$ cat src/design/pqc_map.svh
// register map, field positions, reset values and timing constants of the pulse counter
`ifndef PQC_MAP_SVH
`define PQC_MAP_SVH

// ---------------------------------------------------------------
// register byte offsets
// ---------------------------------------------------------------
`define PQC_OFS_CTRL      8'h00
`define PQC_OFS_STATUS    8'h08
`define PQC_OFS_CNT       8'h0C
`define PQC_OFS_TOP       8'h10
`define PQC_OFS_TOPB      8'h14
`define PQC_OFS_IF        8'h18
`define PQC_OFS_IFS       8'h1C
`define PQC_OFS_IFC       8'h20
`define PQC_OFS_IEN       8'h24
`define PQC_OFS_SYNCBUSY  8'h30

// ---------------------------------------------------------------
// fields and reset values
// ---------------------------------------------------------------
`define PQC_CTRL_W        6
`define PQC_FLAG_W        3
`define PQC_FLAG_UF       0
`define PQC_FLAG_OF       1
`define PQC_FLAG_DC       2
`define PQC_CNT_W         8
`define PQC_TOP_RST       8'hFF
`define PQC_CNT_RST       8'h00
`define PQC_RESP_OKAY     2'b00
`define PQC_RESP_SLVERR   2'b10

// ---------------------------------------------------------------
// timing
// ---------------------------------------------------------------
`define PQC_SYS_HZ        40000000
`define PQC_LF_HZ         32000
`define PQC_LF_DIV        (`PQC_SYS_HZ / `PQC_LF_HZ)
`define PQC_LF_DIV_W      11
`define PQC_FILTER_ENABLE_LEN      3'd5
`define PQC_RST_EDGES     2

`endif

$ cat src/design/pqc_pkg.sv
// types shared by the pulse counter design
package pqc_pkg;

	// ---------------------------------------------------------------
	// operating modes in mode field order
	// ---------------------------------------------------------------
	typedef enum logic [1:0] {
		PQC_DISABLED,
		PQC_OVERSAMPLED_SINGLE_INPUT,
		PQC_PIN_CLOCKED_SINGLE_INPUT,
		PQC_PIN_CLOCKED_QUADRATURE
	} pqc_mode_t;

	// ---------------------------------------------------------------
	// control word, msb first
	// ---------------------------------------------------------------
	typedef struct packed {
		logic      domainResetEnable;
		logic      filterEnable;
		logic      edgeSelect;
		logic      countDirection;
		pqc_mode_t mode;
	} pqc_ctrl_t;

	// events raised by the counter domain in one cycle
	typedef struct packed {
		logic directionChange;
		logic overflow;
		logic underflow;
	} pqc_evt_t;

endpackage : pqc_pkg

$ cat src/design/pqc_pulse_counter_unit.sv
// pulse counter with reload, quadrature decode and an AXI4-Lite register slave
// What this block does
// - writing a mode starts it, disabled code stops
// - mode codes: 0 off, 1 oversampled, 2 pin-single, 3 quadrature
// - oversampled mode counts selected edges of input A
// - single-input modes count up unless direction bit set
// - single-input modes never raise direction-change flag
// - pin-single counts input A rising edges, ignores B
// - optional filter needs 5 stable samples, oversampled only
// - polarity bit picks rising or falling edges in oversampled mode
// - polarity inverts quadrature direction, ignored in pin-single
// - quadrature samples B on both edges of A
// - A leading B means clockwise, direction set automatically
// - B fall counts dir 0, B rise dir 1
// - direction readable, change sets direction-change flag
// - down at zero: underflow flag, reload top
// - up at top: overflow flag, load zero
// - pin-clocked updates take 2 edges of pin A
// - domain-reset bit holds counter domain in reset
// - domain reset releases two domain clock edges later
// - low-frequency clock default, pin A clock otherwise
// - all flags share one interrupt line
// - no reflex event network inputs or outputs
`timescale 1ns/1ps
`include "pqc_map.svh"

module pqc_pulse_counter_unit (
	input  wire logic        sys_clk,
	input  wire logic        srst,
	input  wire logic        input_a_pin,
	input  wire logic        input_b_pin,
	input  wire logic [7:0]  s_axi_awaddr,
	input  wire logic        s_axi_awvalid,
	output logic             s_axi_awready,
	input  wire logic [31:0] s_axi_wdata,
	input  wire logic [3:0]  s_axi_wstrb,
	input  wire logic        s_axi_wvalid,
	output logic             s_axi_wready,
	output logic [1:0]       s_axi_bresp,
	output logic             s_axi_bvalid,
	input  wire logic        s_axi_bready,
	input  wire logic [7:0]  s_axi_araddr,
	input  wire logic        s_axi_arvalid,
	output logic             s_axi_arready,
	output logic [31:0]      s_axi_rdata,
	output logic [1:0]       s_axi_rresp,
	output logic             s_axi_rvalid,
	input  wire logic        s_axi_rready,
	output logic             shared_interrupt_line
);

	// ---------------------------------------------------------------
	// pin synchronisers and edge detection
	// ---------------------------------------------------------------
	logic aMeta_r, aSync_r, aDly_r, bMeta_r, bSync_r;
	always_ff @(posedge sys_clk)
	begin
		aMeta_r <= input_a_pin;
		aSync_r <= aMeta_r;
		aDly_r  <= aSync_r;
		bMeta_r <= input_b_pin;
		bSync_r <= bMeta_r;
	end
	wire logic aRise = aSync_r & ~aDly_r;
	wire logic aFall = ~aSync_r & aDly_r;

	// ---------------------------------------------------------------
	// low-frequency clock as an enable pulse
	// ---------------------------------------------------------------
	localparam logic [`PQC_LF_DIV_W-1:0] LF_LAST = `PQC_LF_DIV_W'(`PQC_LF_DIV - 1);
	logic [`PQC_LF_DIV_W-1:0] lfDiv_r;
	wire logic lfTick = (lfDiv_r == LF_LAST);
	always_ff @(posedge sys_clk)
	begin
		if (srst || lfTick)
			lfDiv_r <= '0;
		else
			lfDiv_r <= lfDiv_r + `PQC_LF_DIV_W'(1);
	end

	// ---------------------------------------------------------------
	// bus-side registers
	// ---------------------------------------------------------------
	pqc_pkg::pqc_ctrl_t      ctrl_r;
	logic [`PQC_CNT_W-1:0]   topValueBuffer_r;
	logic [`PQC_FLAG_W-1:0]  flags_r;
	logic [`PQC_FLAG_W-1:0]  ien_r;
	// domain clock follows the requested mode, so a new mode can still cross
	wire logic pinClocked = ctrl_r.mode[1];
	wire logic domTick    = pinClocked ? (aRise | aFall) : lfTick;

	// ---------------------------------------------------------------
	// counter domain reset
	// ---------------------------------------------------------------
	logic [1:0] rstPipe_r;
	wire logic domRst = ctrl_r.domainResetEnable | ~rstPipe_r[1];
	always_ff @(posedge sys_clk)
	begin
		if (srst)
			rstPipe_r <= 2'b11;
		else if (ctrl_r.domainResetEnable)
			rstPipe_r <= 2'b00;
		else if (domTick)
			rstPipe_r <= {rstPipe_r[0], 1'b1};
	end

	// ---------------------------------------------------------------
	// two-stage transfer of software settings into the domain
	// ---------------------------------------------------------------
	pqc_pkg::pqc_ctrl_t    ctrlStage_r, domCtrl_r;
	logic [`PQC_CNT_W-1:0] topStage_r, topValue_r;
	always_ff @(posedge sys_clk)
	begin
		if (srst || domRst)
		begin
			ctrlStage_r <= '0;
			domCtrl_r   <= '0;
			topStage_r  <= `PQC_TOP_RST;
			topValue_r  <= `PQC_TOP_RST;
		end
		else if (domTick)
		begin
			ctrlStage_r <= ctrl_r;
			domCtrl_r   <= ctrlStage_r;
			topStage_r  <= topValueBuffer_r;
			topValue_r  <= topStage_r;
		end
	end
	wire logic ctrlBusy = (ctrl_r[`PQC_CTRL_W-2:0] != domCtrl_r[`PQC_CTRL_W-2:0]);
	wire logic topBusy  = (topValueBuffer_r != topValue_r);
	wire logic modeOvs  = (domCtrl_r.mode == pqc_pkg::PQC_OVERSAMPLED_SINGLE_INPUT);
	wire logic modePinS = (domCtrl_r.mode == pqc_pkg::PQC_PIN_CLOCKED_SINGLE_INPUT);
	wire logic modeQuad = (domCtrl_r.mode == pqc_pkg::PQC_PIN_CLOCKED_QUADRATURE);

	// ---------------------------------------------------------------
	// oversampled input path with pulse-width filter
	// ---------------------------------------------------------------
	logic       lastSamp_r, filtLvl_r, ovsLvl_r;
	logic [2:0] stable_r;
	wire logic       sameSamp  = (aSync_r == lastSamp_r);
	wire logic [2:0] stableNxt = !sameSamp ? 3'd1 :
		(stable_r == `PQC_FILTER_ENABLE_LEN) ? stable_r : stable_r + 3'd1;
	wire logic filtNxt = (stableNxt == `PQC_FILTER_ENABLE_LEN) ? aSync_r : filtLvl_r;
	wire logic ovsNxt  = domCtrl_r.filterEnable ? filtNxt : aSync_r;
	wire logic ovsStep = modeOvs & lfTick;
	wire logic ovsEdge = ovsStep & (domCtrl_r.edgeSelect ? (ovsLvl_r & ~ovsNxt)
		: (~ovsLvl_r & ovsNxt));
	always_ff @(posedge sys_clk)
	begin
		if (srst || domRst || !modeOvs)
		begin
			lastSamp_r <= 1'b0;
			filtLvl_r  <= 1'b0;
			ovsLvl_r   <= 1'b0;
			stable_r   <= 3'd0;
		end
		else if (lfTick)
		begin
			lastSamp_r <= aSync_r;
			filtLvl_r  <= filtNxt;
			ovsLvl_r   <= ovsNxt;
			stable_r   <= stableNxt;
		end
	end

	// ---------------------------------------------------------------
	// quadrature decode: B sampled at every edge of A
	// ---------------------------------------------------------------
	logic bPrev_r, quadDir_r;
	wire logic quadStep = modeQuad & (aRise | aFall);
	wire logic bPos     = bSync_r & ~bPrev_r;
	wire logic bNeg     = ~bSync_r & bPrev_r;
	wire logic quadEn   = quadStep & (bPos ^ bNeg);
	wire logic quadDirRaw = bPos & ~bNeg;
	wire logic quadDir    = quadDirRaw ^ domCtrl_r.edgeSelect;
	always_ff @(posedge sys_clk)
	begin
		if (srst || domRst)
		begin
			bPrev_r   <= 1'b0;
			quadDir_r <= 1'b0;
		end
		else if (quadStep)
		begin
			bPrev_r <= bSync_r;
			if (quadEn)
				quadDir_r <= quadDir;
		end
	end

	// ---------------------------------------------------------------
	// counter with reload
	// ---------------------------------------------------------------
	wire logic pinSEn = modePinS & aRise;
	wire logic cntEn  = ovsEdge | pinSEn | quadEn;
	wire logic cntDown = modeQuad ? quadDir : domCtrl_r.countDirection;
	logic [`PQC_CNT_W-1:0] counterValue_r;
	wire logic atZero = (counterValue_r == `PQC_CNT_RST);
	wire logic atTop  = (counterValue_r == topValue_r);
	pqc_pkg::pqc_evt_t evt;
	assign evt.underflow       = cntEn & cntDown & atZero;
	assign evt.overflow        = cntEn & ~cntDown & atTop;
	assign evt.directionChange = quadEn & (quadDir != quadDir_r);
	always_ff @(posedge sys_clk)
	begin
		if (srst || domRst)
			counterValue_r <= `PQC_CNT_RST;
		else if (evt.underflow)
			counterValue_r <= topValue_r;
		else if (evt.overflow)
			counterValue_r <= `PQC_CNT_RST;
		else if (cntEn)
			counterValue_r <= cntDown ? counterValue_r - 8'h01 : counterValue_r + 8'h01;
	end

	// ---------------------------------------------------------------
	// AXI4-Lite write channel
	// ---------------------------------------------------------------
	logic        awHave_r, wHave_r;
	logic [7:0]  awAddr_r;
	logic [31:0] wData_r;
	logic [3:0]  wStrb_r;
	wire logic wrGo   = awHave_r & wHave_r & ~s_axi_bvalid;
	wire logic lane0  = wStrb_r[0];
	wire logic wrCtrl = wrGo & lane0 & (awAddr_r == `PQC_OFS_CTRL);
	wire logic wrTopB = wrGo & lane0 & (awAddr_r == `PQC_OFS_TOPB);
	wire logic wrIfs  = wrGo & lane0 & (awAddr_r == `PQC_OFS_IFS);
	wire logic wrIfc  = wrGo & lane0 & (awAddr_r == `PQC_OFS_IFC);
	wire logic wrIen  = wrGo & lane0 & (awAddr_r == `PQC_OFS_IEN);
	wire logic wrMapped = (awAddr_r == `PQC_OFS_CTRL) || (awAddr_r == `PQC_OFS_STATUS)
		|| (awAddr_r == `PQC_OFS_CNT) || (awAddr_r == `PQC_OFS_TOP)
		|| (awAddr_r == `PQC_OFS_TOPB) || (awAddr_r == `PQC_OFS_IF)
		|| (awAddr_r == `PQC_OFS_IFS) || (awAddr_r == `PQC_OFS_IFC)
		|| (awAddr_r == `PQC_OFS_IEN) || (awAddr_r == `PQC_OFS_SYNCBUSY);
	wire logic [1:0] wrResp = wrMapped ? `PQC_RESP_OKAY : `PQC_RESP_SLVERR;
	wire logic awTake = s_axi_awvalid & s_axi_awready;
	wire logic wTake  = s_axi_wvalid & s_axi_wready;
	always_ff @(posedge sys_clk)
	begin
		if (srst)
		begin
			awHave_r      <= 1'b0;
			wHave_r       <= 1'b0;
			s_axi_awready <= 1'b0;
			s_axi_wready  <= 1'b0;
			s_axi_bvalid  <= 1'b0;
			s_axi_bresp   <= `PQC_RESP_OKAY;
		end
		else
		begin
			s_axi_awready <= s_axi_awvalid & ~s_axi_awready & ~awHave_r & ~s_axi_bvalid;
			s_axi_wready  <= s_axi_wvalid & ~s_axi_wready & ~wHave_r & ~s_axi_bvalid;
			if (awTake)
			begin
				awHave_r <= 1'b1;
				awAddr_r <= s_axi_awaddr;
			end
			if (wTake)
			begin
				wHave_r <= 1'b1;
				wData_r <= s_axi_wdata;
				wStrb_r <= s_axi_wstrb;
			end
			if (wrGo)
			begin
				awHave_r     <= 1'b0;
				wHave_r      <= 1'b0;
				s_axi_bvalid <= 1'b1;
				s_axi_bresp  <= wrResp;
			end
			else if (s_axi_bvalid && s_axi_bready)
				s_axi_bvalid <= 1'b0;
		end
	end

	// ---------------------------------------------------------------
	// software registers, flags and interrupt
	// ---------------------------------------------------------------
	wire logic [`PQC_FLAG_W-1:0] wrFlagBits = wData_r[`PQC_FLAG_W-1:0];
	wire logic [`PQC_FLAG_W-1:0] flagSet    = {`PQC_FLAG_W{wrIfs}} & wrFlagBits;
	wire logic [`PQC_FLAG_W-1:0] flagClr    = {`PQC_FLAG_W{wrIfc}} & wrFlagBits;
	// a hardware event in the clearing cycle survives the clear
	wire logic [`PQC_FLAG_W-1:0] flags_nxt  = (flags_r & ~flagClr) | flagSet | evt;
	always_ff @(posedge sys_clk)
	begin
		if (srst)
		begin
			ctrl_r                <= '0;
			topValueBuffer_r      <= `PQC_TOP_RST;
			flags_r               <= '0;
			ien_r                 <= '0;
			shared_interrupt_line <= 1'b0;
		end
		else
		begin
			if (wrCtrl)
				ctrl_r <= pqc_pkg::pqc_ctrl_t'(wData_r[`PQC_CTRL_W-1:0]);
			if (wrTopB)
				topValueBuffer_r <= wData_r[`PQC_CNT_W-1:0];
			if (wrIen)
				ien_r <= wrFlagBits;
			flags_r               <= flags_nxt;
			shared_interrupt_line <= |(flags_nxt & (wrIen ? wrFlagBits : ien_r));
		end
	end

	// ---------------------------------------------------------------
	// AXI4-Lite read channel
	// ---------------------------------------------------------------
	logic [31:0] rdMux;
	logic        rdMapped;
	always_comb
	begin
		rdMux    = 32'h00000000;
		rdMapped = 1'b1;
		if (s_axi_araddr == `PQC_OFS_CTRL)
			rdMux[`PQC_CTRL_W-1:0] = ctrl_r;
		else if (s_axi_araddr == `PQC_OFS_STATUS)
			rdMux[0] = quadDir_r;
		else if (s_axi_araddr == `PQC_OFS_CNT)
			rdMux[`PQC_CNT_W-1:0] = counterValue_r;
		else if (s_axi_araddr == `PQC_OFS_TOP)
			rdMux[`PQC_CNT_W-1:0] = topValue_r;
		else if (s_axi_araddr == `PQC_OFS_TOPB)
			rdMux[`PQC_CNT_W-1:0] = topValueBuffer_r;
		else if (s_axi_araddr == `PQC_OFS_IF)
			rdMux[`PQC_FLAG_W-1:0] = flags_r;
		else if (s_axi_araddr == `PQC_OFS_IEN)
			rdMux[`PQC_FLAG_W-1:0] = ien_r;
		else if (s_axi_araddr == `PQC_OFS_SYNCBUSY)
			rdMux[1:0] = {topBusy, ctrlBusy};
		else if ((s_axi_araddr != `PQC_OFS_IFS) && (s_axi_araddr != `PQC_OFS_IFC))
			rdMapped = 1'b0;
	end
	always_ff @(posedge sys_clk)
	begin
		if (srst)
		begin
			s_axi_arready <= 1'b0;
			s_axi_rvalid  <= 1'b0;
			s_axi_rdata   <= 32'h00000000;
			s_axi_rresp   <= `PQC_RESP_OKAY;
		end
		else
		begin
			s_axi_arready <= s_axi_arvalid & ~s_axi_arready & ~s_axi_rvalid;
			if (s_axi_arvalid && s_axi_arready)
			begin
				s_axi_rvalid <= 1'b1;
				s_axi_rdata  <= rdMux;
				s_axi_rresp  <= rdMapped ? `PQC_RESP_OKAY : `PQC_RESP_SLVERR;
			end
			else if (s_axi_rvalid && s_axi_rready)
				s_axi_rvalid <= 1'b0;
		end
	end
endmodule : pqc_pulse_counter_unit

$ cat config.mk
export PLATFORM = sky130hd
export DESIGN_NAME = pqc_pulse_counter_unit
export DESIGN_NICKNAME = d
export VERILOG_FILES = /design/src/design/pqc_pkg.sv /design/src/design/pqc_pulse_counter_unit.sv
export VERILOG_INCLUDE_DIRS = /design/src /design/src/design
export SDC_FILE = /design/constraint.sdc
export NUM_CORES = 1
export LEC_CHECK = 0
export ABC_AREA = 1
export BUFFER_PORTS_ARGS = -buffer_cell sky130_fd_sc_hd__buf_4
export CAP_MARGIN = 20
export CORE_MARGIN = 4
export CORE_UTILIZATION = 56
export DETAILED_ROUTE_END_ITERATION = 6
export GPL_TIMING_DRIVEN = 0
export PLACE_DENSITY = 0.8
export SYNTH_ARGS = -nofsm -noshare
export SYNTH_HDL_FRONTEND = slang
export SYNTH_SLANG_ARGS = --single-unit
export TNS_END_PERCENT = 30
$ cat constraint.sdc
create_clock -name sys_clk -period 3 [get_ports sys_clk]
set_clock_uncertainty 0.15 [all_clocks]
set_input_delay 0.15 -clock sys_clk [delete_from_list [all_inputs] [get_ports sys_clk]]
set_output_delay 0.15 -clock sys_clk [all_outputs]
set_load 0.05 [all_outputs]
==> run_results.csv, run 1 <==
group,metric,value,unit
synth,netlist_instances,743,
clocking,clkSlewWorstSetupHoldPaths,0.06,ns
global_routing,grt_start_max_net_pins,17,
sta,min_period,2.623,ns
sta,timing.hold.ws,0.05980,ns
final_layout,nFillCells,721,
worst_setup_path,critPathRequiredTime,3.32,ns
sta,worstMarginPinSlew,0.7761,ns
worst_setup_path,critPathMaxStageDelay,0.37,ns
worst_setup_path,crit_chain,"inv_1 > ha_1 > inv_1 > nand2_1 > nand2_1 > nand2_1 > o21ai_4 > ha_1 > nand2_1 > inv_1 > nand2_1 > nand2_1 > a31oi_1 > inv_1 > nand3_1 > nand2_1 > o311ai_2 > nand2_1 > inv_1",
clocking,cts_tree,"yes",
final_layout,antenna_cells,0,
sta,tns,0,ns
route,viasPerCell,5.463,
pwr,vdd_drop_max,443.8,uV
worst_setup_path,crit_slowest_cell,"ha_1",
synth,syn_area,5683,um2
final_layout,seqCellArea,2472,um2
final_layout,fin_nets,936,
placed_design,place.gp.congestion,0.9074,
worst_setup_path,critPathLaunchType,"register",
hold_path,hold_class,"input pin to register",
final_layout,syn_to_final_growth,25.69,%
pwr,p_per_area,527.4,nW/um2
clocking,cts_htree_levels,4,
hold_path,holdPathStages,5,
worst_setup_path,crit_top_cell,"nand2_1",
die,die_w,108.7,um
clocking,clockBufferDepth,2,
pwr,p_int,2.878,mW
clocking,numCtsBuffers,17,
synth,synth-seq-cells,115,
pwr,switching_power,888.8,uW
global_routing,first_global_vias,5248,
flow_run,drv_cap,0,
clocking,cts_root_buffer,"clkbuf_8",
die,die_h,108.7,um
die,start_util,57.87,%
placed_design,dp_hpwl,10.46,mm
outcome,status,"finished, violations left",
global_routing,grt.overflow.total,0,
pwr,switching_share,23.59,%
synth,avgSynthCellArea,7.649,um2
die,core_area,9819,um2
pwr,pwr-share-clk,50.1,%
route,drc,2,
final_layout,multi_input_area,2659,um2
route,ant_nets,0,
pwr,p_seq_share,42.4,%
route,wire_per_inst,15.52,um
synth,synth.distinct_cells,49,
worst_setup_path,end_kind,"register",
worst_setup_path,cp_max_fo,10,
pwr,power_leakage,3.308,nW
sta,final_max_slew_viol_count,0,
worst_setup_path,reg2reg_depth,19,
global_routing,antenna_found_initial,0,
worst_setup_path,cp_top_family,"simple AND/OR/NAND/NOR gates",
die,num_rows,36,
final_layout,drive_above_1_share,14.97,%
sta,rsz0062_at_grt,"false",
outcome,violations,"DRC",
placed_design,io_buffers,49,
sta,setup_viol,0,
route,drtPass1Iterations,7,
final_layout,final_area,7143,um2
clocking,clkSinkCount,115,
worst_setup_path,path_buf_inv,5,
placed_design,place_area,6311,um2
worst_setup_path,crit_cells,19,
route,num_vias,5507,
sta,fmaxAchievable,381.3,MHz
synth,ys_seq_area_share,43.51,%
pwr,combPwrFrac,7.5,%
sta,slew_headroom,48.07,%
route,drt_iter0_markers,435,
worst_setup_path,worst-setup-path-type,"register to register",
die,ioPinCount,103,
worst_setup_path,cp_data_arrival_time,2.95,ns
global_routing,grt_pass1_wl,25.23,mm
global_routing,track_usage,27.53,%
sta,period_share,87.42,%
synth,yosysWarnings,0,
clocking,clk_latency,0.53,ns
route,wl,15.65,mm
sta,hold_viol_final,0,
die,dieArea,11820,um2
synthesized netlist by cell type (all sizes together):
cell type	instances	area, um2
xnor2	19	173.9
nor2	58	222.7
o2111ai	2	17.52
nor3	11	60.06
nand4	12	81.33
clkbuf	12	45.04
nor4	9	56.30
a211oi	6	45.04
or2	4	25.03
a221oi	1	8.760
a31o	1	8.760
o41ai	1	8.760
o211ai	12	90.09
o21ai	51	259.0
o21a	2	15.01
o311ai	6	60.06
conb	1	3.750
a41oi	1	8.760
dfxtp	98	1962
a21oi	53	265.3
xor2	2	17.52
buf	33	241.5
o221ai	3	26.28
clkinv	1	3.750
fa	1	20.02
nand2	165	629.4
o22ai	1	6.260
a31oi	4	25.02
ha	12	150.1
nand3	39	220.2
inv	100	375.4
edfxtp	17	510.5
nor3b	4	30.03
a32o	1	10.01
registers in the layout, summed over array words and instances, names as in the netlist, 6 cells and up:
signal and flops:
topValueBuffer_r 8, lfDiv_r 11, topStage_r 8, s_axi_rdata 8
ctrl_r 6, awAddr_r 8, topValue_r 8, wData_r 8
counterValue_r 8
power by group through the flow:
stage / logic, mW / clock network [mW] / registers [mW]
after floorplan: 0.153 / 0 / 1.65
after global placement: 0.239 / 0 / 1.63
after detailed placement: 0.244 / 0 / 1.63
after CTS: 0.272 / 1.88 / 1.60
after global routing: 0.299 / 1.97 / 1.60
final: 0.281 / 1.89 / 1.60
routing by layer:
| metal | vias to the layer above | share of wire, % | GRT usage, % |
|---|---|---|---|
| met5 | - | 0 | 0 |
| met4 | 0 | 3.8 | 11.99 |
| met3 | 61 | 7.5 | 6.276 |
| met2 | 256 | 49 | 49.07 |
| met1 | 2529 | 39 | 31.46 |
| li1 | 2661 | - | - |
worst paths after layout:
path                         from                end  slack (ns)
setup reg to reg          bPrev_r  counterValue_r[7]        0.38
hold / removal    s_axi_araddr[4]     s_axi_rdata[5]        0.06
hold reg to reg           aMeta_r            aSync_r        0.18
setup / recovery          bPrev_r  counterValue_r[7]        0.38
layout by cell type (no fill, tap or decap), types with 4 or more instances in the layout:
master,Yosys,final
a211oi_1,6,6
a21oi_1,53,53
a31oi_1,4,4
buf_2,4,4
buf_4,28,77
clkbuf_1,12,15
clkbuf_16,0,16
clkinv_1,1,4
conb_1,1,26
dfxtp_1,98,98
dlygate4sd3_1,0,26
edfxtp_1,17,17
ha_1,12,11
inv_1,96,96
inv_2,4,4
nand2_1,163,163
nand3_1,34,34
nand3_2,5,5
nand4_1,11,11
nor2_1,56,56
nor3_1,10,10
nor3b_1,4,4
nor4_1,9,9
o211ai_1,12,12
o21ai_0,46,46
o21ai_1,4,4
o311ai_1,4,4
xnor2_1,18,18
cell type report:
| cell class | count | area share (%) |
|---|---|---|
| tap | 133 | 2.330 |
| inverter | 101 | 5.307 |
| timing repair buffer | 75 | 8.793 |
| multi-input combinational | 507 | 37.22 |
| clock buffer | 21 | 6.148 |
| buffer | 45 | 4.011 |
| clock inverter | 11 | 1.576 |
| sequential | 115 | 34.61 |
metrics by stage:
| step | setup slack [ns] | cells | total power, mW | utilization (%) |
|---|---|---|---|---|
| global route | 0.07889 | 1008 | 3.864 | 72.74 |
| detailed placement | 0.2859 | 950 | 1.873 | 64.27 |
| floorplan | 0.6842 | 768 | 1.805 | - |
| CTS | 0.2722 | 1008 | 3.748 | 72.54 |
| global placement | 0.3208 | 950 | 1.867 | 64.27 |
| finish | 0.3774 | 1008 | 3.767 | 72.74 |
worst register-to-register path: stages (launching register included):
cell	delay, ns
dfxtp_1	0.32
inv_1	0.06
ha_1	0.19
inv_1	0.06
nand2_1	0.05
nand2_1	0.13
nand2_1	0.11
o21ai_4	0.18
ha_1	0.37
nand2_1	0.09
inv_1	0.05
nand2_1	0.05
nand2_1	0.04
a31oi_1	0.18
inv_1	0.06
nand3_1	0.06
nand2_1	0.07
o311ai_2	0.22
nand2_1	0.08
inv_1	0.05
cell families (layout without fill, tap and decap cells):
group | after synthesis | in the layout | share of synthesized area, %
buf+inv | 146 | 253 | 11.71
other cells | 1 | 26 | 0.06599
fa+ha+maj | 13 | 13 | 2.994
simple gates | 302 | 302 | 23.32
flops | 115 | 115 | 43.51
xor+xnor | 21 | 21 | 3.369
compound gates | 145 | 145 | 15.04
what timing repair did:
item / 4_1_cts / 5_1_grt
endpoints found under the hold margin: 35 / 0
setup buffers: 0 / 0
hold buffers: 26 / 0
gates resized for setup: 0 / 2
setup endpoints to repair: 0 / 1
(Power assumes the default switching activity.)
==> inputs of run 2 (changes only) <==
--- a/config.mk
+++ b/config.mk
@@ -9,11 +9,13 @@
 export ABC_AREA = 1
 export BUFFER_PORTS_ARGS = -buffer_cell sky130_fd_sc_hd__buf_4
 export CAP_MARGIN = 20
+export CORE_ASPECT_RATIO = 1.1
 export CORE_MARGIN = 4
 export CORE_UTILIZATION = 56
 export DETAILED_ROUTE_END_ITERATION = 6
 export GPL_TIMING_DRIVEN = 0
 export PLACE_DENSITY = 0.8
+export SKIP_CTS_REPAIR_TIMING = 1
 export SYNTH_ARGS = -nofsm -noshare
 export SYNTH_HDL_FRONTEND = slang
 export SYNTH_SLANG_ARGS = --single-unit
==> run 2 against run 1 <==
The flow now finishes without violations. Utilization shrank 0.12 points. Non-clock buffer count is the same. First-iteration DRC count shrank 11%. Global-route usage shrank 1.4 points.
==> run_results.csv, run 2 (synthesis gave the netlist of run 1 again) <==
group,metric,value,unit
global_routing,grt_pass1_wl,24.81,mm
placed_design,place.gp.congestion,0.9129,
worst_setup_path,crit_top_cell,"nand2_1",
clocking,numCtsBuffers,17,
clocking,clk_latency,0.52,ns
clocking,clkSlewWorstSetupHoldPaths,0.06,ns
sta,final_max_slew_viol_count,0,
worst_setup_path,critPathRequiredTime,3.32,ns
worst_setup_path,cp_top_family,"simple AND/OR/NAND/NOR gates",
pwr,switching_share,22.53,%
global_routing,track_usage,26.14,%
clocking,cts_root_buffer,"clkbuf_8",
die,dieArea,11830,um2
final_layout,syn_to_final_growth,26.38,%
worst_setup_path,cp_max_fo,10,
worst_setup_path,cp_data_arrival_time,3.04,ns
die,start_util,57.46,%
route,num_vias,5470,
final_layout,fin_nets,936,
worst_setup_path,worst-setup-path-type,"register to register",
die,ioPinCount,103,
final_layout,regMostFlops,"lfDiv_r",
pwr,vdd_drop_max,390.4,uV
die,num_rows,38,
final_layout,drive_above_1_share,15.31,%
route,drt_iter0_markers,387,
clocking,cts_tree,"yes",
route,wire_per_inst,15.66,um
die,die_h,113.7,um
sta,min_period,2.720,ns
die,core_area,9889,um2
sta,setup_viol,0,
placed_design,io_buffers,49,
global_routing,first_global_vias,5230,
final_layout,post-route-util,72.62,%
sta,period_share,90.67,%
global_routing,grt.overflow.total,0,
sta,worstMarginPinSlew,0.7710,ns
sta,timing.hold.ws,0.08669,ns
sta,slew_headroom,48.41,%
sta,tns,0,ns
pwr,p_int,3.098,mW
sta,rsz0062_at_grt,"false",
final_layout,antenna_cells,0,
final_layout,mostFrequentLayoutCells,"nand2_1 (163), dfxtp_1 (98), inv_1 (96)",
die,die_w,104.1,um
clocking,clockBufferDepth,2,
pwr,p_seq_share,40.0,%
sta,setup_slack,0.2799,ns
pwr,combPwrFrac,6.9,%
global_routing,grt_start_max_net_pins,17,
outcome,status,"finished clean",
route,drc,0,
worst_setup_path,end_kind,"register",
clocking,cts_htree_levels,4,
worst_setup_path,crit_cells,17,
route,ant_nets,0,
pwr,pwr-share-clk,53.1,%
route,wl,15.59,mm
placed_design,pre_cts_slack,0.2819,ns
worst_setup_path,reg2reg_depth,17,
hold_path,holdPathStages,5,
final_layout,final_area,7182,um2
pwr,switching_power,900.8,uW
route,drtPass1Iterations,5,
placed_design,place_area,6295,um2
worst_setup_path,path_buf_inv,4,
sta,hold_viol_final,0,
sta,fmaxAchievable,367.6,MHz
route,viasPerCell,5.497,
worst_setup_path,crit_slowest_cell,"ha_1",
pwr,p_per_area,556.8,nW/um2
final_layout,mostFrequentLayoutCell,"nand2_1",
clocking,clkSinkCount,115,
final_layout,nFillCells,730,
final_layout,largest_register_ffs,11,
placed_design,dp_hpwl,10.82,mm
worst_setup_path,crit_chain,"inv_1 > ha_1 > inv_1 > nand2_1 > nand2_1 > nand2_1 > o21ai_4 > ha_1 > nand3_1 > nand3_1 > a31oi_1 > inv_1 > nand3_1 > nand2_1 > o311ai_2 > nand2_1 > inv_1",
hold_path,hold_class,"input pin to register",
worst_setup_path,critPathMaxStageDelay,0.38,ns
worst_setup_path,critPathLaunchType,"register",
global_routing,antenna_found_initial,0,
flow_run,drv_cap,0,
pwr,power_leakage,3.355,nW
==> run 2: cell types whose count changed in the layout (fill, tap and decap cells not counted) <==
cell,delta
clkbuf_1,-1
clkinv_2,+2
ha_1,+1
ha_4,-1
clkinvlp_4,-2
clkbuf_8,+2
clkinv_1,-3
bufinv_16,+2
==> run 2: worst reg2reg max path, stage by stage, from the launching register on <==
cell,delay [ns]
dfxtp_1,0.31
inv_1,0.06
ha_1,0.21
inv_1,0.06
nand2_1,0.06
nand2_1,0.13
nand2_1,0.12
o21ai_4,0.18
ha_1,0.38
nand3_1,0.12
nand3_1,0.13
a31oi_1,0.21
inv_1,0.06
nand3_1,0.06
nand2_1,0.06
o311ai_2,0.23
nand2_1,0.09
inv_1,0.06
==> run 2: layout make-up <==
type                            count  area [um2]  share of cell area (%)
Multi-Input combinational cell    507        2646                   36.85
Sequential cell                   115        2472                   34.43
Timing Repair Buffer               75       628.1                   8.746
Clock buffer                       22       462.9                   6.446
Inverter                          101       379.1                   5.279
Buffer                             45       286.5                   3.990
Clock inverter                     10       156.4                   2.178
Tap cell                          120       150.1                   2.091
==> run 2: path summary, 6_finish.rpt <==
path	start	end	slack, ns
hold / removal	s_axi_araddr[6]	s_axi_rresp[1]	0.09
setup reg to reg	bPrev_r	counterValue_r[7]	0.28
setup / recovery	bPrev_r	counterValue_r[7]	0.28
hold reg to reg	aMeta_r	aSync_r	0.17
==> run 2: metrics by stage <==
step	power (mW)	std cells
2_1_floorplan	1.805	768
3_3_place_gp	1.868	937
3_5_place_dp	1.874	937
4_1_cts	3.966	969
5_1_grt	4.091	995
6_report	3.999	995
==> run 2: power groups by stage <==
stage               clock [mW]  combinational (mW)  sequential (mW)
finish                    2.12               0.278             1.60
global route              2.19               0.297             1.60
CTS                       2.12               0.246             1.60
detailed placement           0               0.244             1.63
global placement             0               0.239             1.63
floorplan                    0               0.153             1.65
==> run 2: routing by layer <==
layer / wire length, um / global-route usage (%)
met2: 7844 / 45.95
met1: 6098 / 30.26
met5: 0 / 0
met4: 559 / 12.94
met3: 1083 / 5.772
==> inputs of run 3 (changes only) <==
--- a/config.mk
+++ b/config.mk
@@ -10,11 +10,11 @@
 export BUFFER_PORTS_ARGS = -buffer_cell sky130_fd_sc_hd__buf_4
 export CAP_MARGIN = 20
 export CORE_ASPECT_RATIO = 1.1
-export CORE_MARGIN = 4
+export CORE_MARGIN = 10
 export CORE_UTILIZATION = 56
 export DETAILED_ROUTE_END_ITERATION = 6
 export GPL_TIMING_DRIVEN = 0
-export PLACE_DENSITY = 0.8
+export PLACE_DENSITY_LB_ADDON = 0.25
 export SKIP_CTS_REPAIR_TIMING = 1
 export SYNTH_ARGS = -nofsm -noshare
 export SYNTH_HDL_FRONTEND = slang
==> run 3 against run 2 <==
Clock-buffer cell count decreased by 3. Largest cell class unchanged. Register-to-register slack lost 0.02 ns. Critical endpoint is now counterValue_r[5]. First-iteration DRC count rose by 3.4%. Combinational power about the same. Global-route usage fell by 5.8 points. Sequential power about the same. Design area down 0.87%. Critical path depth is 1 higher.
==> run_results.csv, run 3 (synthesis gave the netlist of run 1 again) <==
group,metric,value,unit
worst_setup_path,endpoint,"counterValue_r[5]",
placed_design,io_buffers,49,
sta,setup_slack,0.2550,ns
route,ant_nets,0,
die,dieArea,14580,um2
final_layout,nFillCells,743,
worst_setup_path,timing.rr.start,"bPrev_r",
pwr,p_total,3.773,mW
die,core_area,9889,um2
worst_setup_path,r2r_setup_slack,0.25,ns
sta,period_share,91.50,%
route,num_vias,5355,
final_layout,drive_above_1_share,15.31,%
final_layout,seqCellArea,2472,um2
final_layout,antenna_cells,0,
worst_setup_path,startpoint,"bPrev_r",
sta,min_period,2.745,ns
sta,slew_headroom,55.26,%
global_routing,grt.overflow.total,0,
sta,tns,0,ns
clocking,cts_tree,"yes",
worst_setup_path,cp_data_arrival_time,3.07,ns
die,ioPinCount,103,
clocking,clk_latency,0.52,ns
route,drc,0,
final_layout,largest_register_ffs,11,
clocking,numCtsBuffers,17,
worst_setup_path,worst-setup-path-type,"register to register",
final_layout,regMostFlops,"lfDiv_r",
route,drtPass1Iterations,6,
global_routing,first_global_vias,5062,
clocking,clkSinkCount,115,
placed_design,pre_cts_slack,0.2402,ns
final_layout,fin_nets,936,
pwr,vdd_drop_max,612.4,uV
worst_setup_path,reg2reg_depth,18,
worst_setup_path,critPathRequiredTime,3.32,ns
worst_setup_path,reg2reg_to,"counterValue_r[5]",
die,start_util,57.46,%
sta,fmaxAchievable,364.3,MHz
pwr,power_leakage,3.322,nW
worst_setup_path,cp_max_fo,10,
sta,rsz0062_at_grt,"false",
clocking,cts_htree_levels,4,
flow_run,drv_cap,0,
placed_design,place.gp.congestion,0.9051,
final_layout,mostFrequentLayoutCell,"nand2_1",
route,wire_per_inst,15.23,um
placed_design,dp_hpwl,10.77,mm
sta,setup_viol,0,
global_routing,track_usage,20.37,%
clocking,clockBufferDepth,2,
sta,worstMarginPinSlew,0.6686,ns
sta,final_max_slew_viol_count,0,
global_routing,grt_pass1_wl,23.96,mm
pwr,p_per_area,530.0,nW/um2
hold_path,hold_class,"input pin to register",
final_layout,mostFrequentLayoutCells,"nand2_1 (163), dfxtp_1 (98), inv_1 (96)",
route,wl,15.15,mm
clocking,clkSlewWorstSetupHoldPaths,0.06,ns
die,die_w,116.1,um
final_layout,syn_to_final_growth,25.28,%
die,die_h,125.7,um
route,drt_iter0_markers,400,
outcome,status,"finished clean",
route,viasPerCell,5.382,
sta,hold_viol_final,0,
global_routing,grt_start_max_net_pins,17,
final_layout,multi_input_area,2646,um2
hold_path,holdPathStages,5,
die,num_rows,38,
worst_setup_path,end_kind,"register",
clocking,cts_root_buffer,"clkbuf_8",
global_routing,antenna_found_initial,0,
worst_setup_path,critPathLaunchType,"register",
-- run 3: worst min path at each step --
stage / from / end
after floorplan: input_a_pin / aMeta_r
after global placement: input_b_pin / bMeta_r
after detailed placement: input_a_pin / aMeta_r
after CTS: input_b_pin / bMeta_r
after global routing: s_axi_araddr[4] / s_axi_rresp[1]
final: s_axi_araddr[6] / s_axi_rresp[1]
-- run 3: per-stage QoR --
| stage | util [%] | hold slack, ns | instances | cell area (um2) |
|---|---|---|---|---|
| 4_1_cts | 69.28 | -0.4351 | 969 | 6852 |
| 3_3_place_gp | 63.65 | 0.1052 | 937 | 6295 |
| 2_1_floorplan | - | 0.02772 | 768 | 5777 |
| 6_report | 71.99 | 0.07458 | 995 | 7119 |
| 5_1_grt | 71.99 | 0.08465 | 995 | 7119 |
| 3_5_place_dp | 63.65 | 0.1068 | 937 | 6295 |
-- run 3: worst max-delay path, cell delays in order (launching register included) --
cell	delay [ns]
dfxtp_1	0.31
inv_1	0.05
ha_1	0.19
inv_1	0.06
nand2_1	0.06
nand2_1	0.15
nand2_1	0.12
o21ai_4	0.18
ha_1	0.37
nand3_1	0.11
nand3_1	0.12
nand2_1	0.11
nand2_1	0.05
nand2_1	0.06
nand2_1	0.06
xnor2_1	0.13
o311ai_1	0.29
nand2_1	0.09
inv_1	0.05
-- run 3: area by class of cell --
class                           count  share of cell area (%)
Sequential cell                   115                   34.73
Inverter                          101                   5.325
Tap cell                          120                   2.109
Clock buffer                       19                   5.923
Buffer                             45                   4.025
Timing Repair Buffer               75                   8.822
Clock inverter                     13                   1.898
Multi-Input combinational cell    507                   37.17
-- run 3: layer usage --
layer	wire (um)	GRT usage [%]	share of wire (%)
met1	5996	23.82	40
met2	7653	33.94	51
met3	1123	5.745	7.4
met4	380	8.769	2.5
met5	0	0	0
-- run 3: power by group --
part	internal (mW)	leakage [nW]	switching, mW
Sequential	1.58	0.948	0.0133
Combinational	0.103	2.10	0.173
Clock	1.18	0.272	0.721
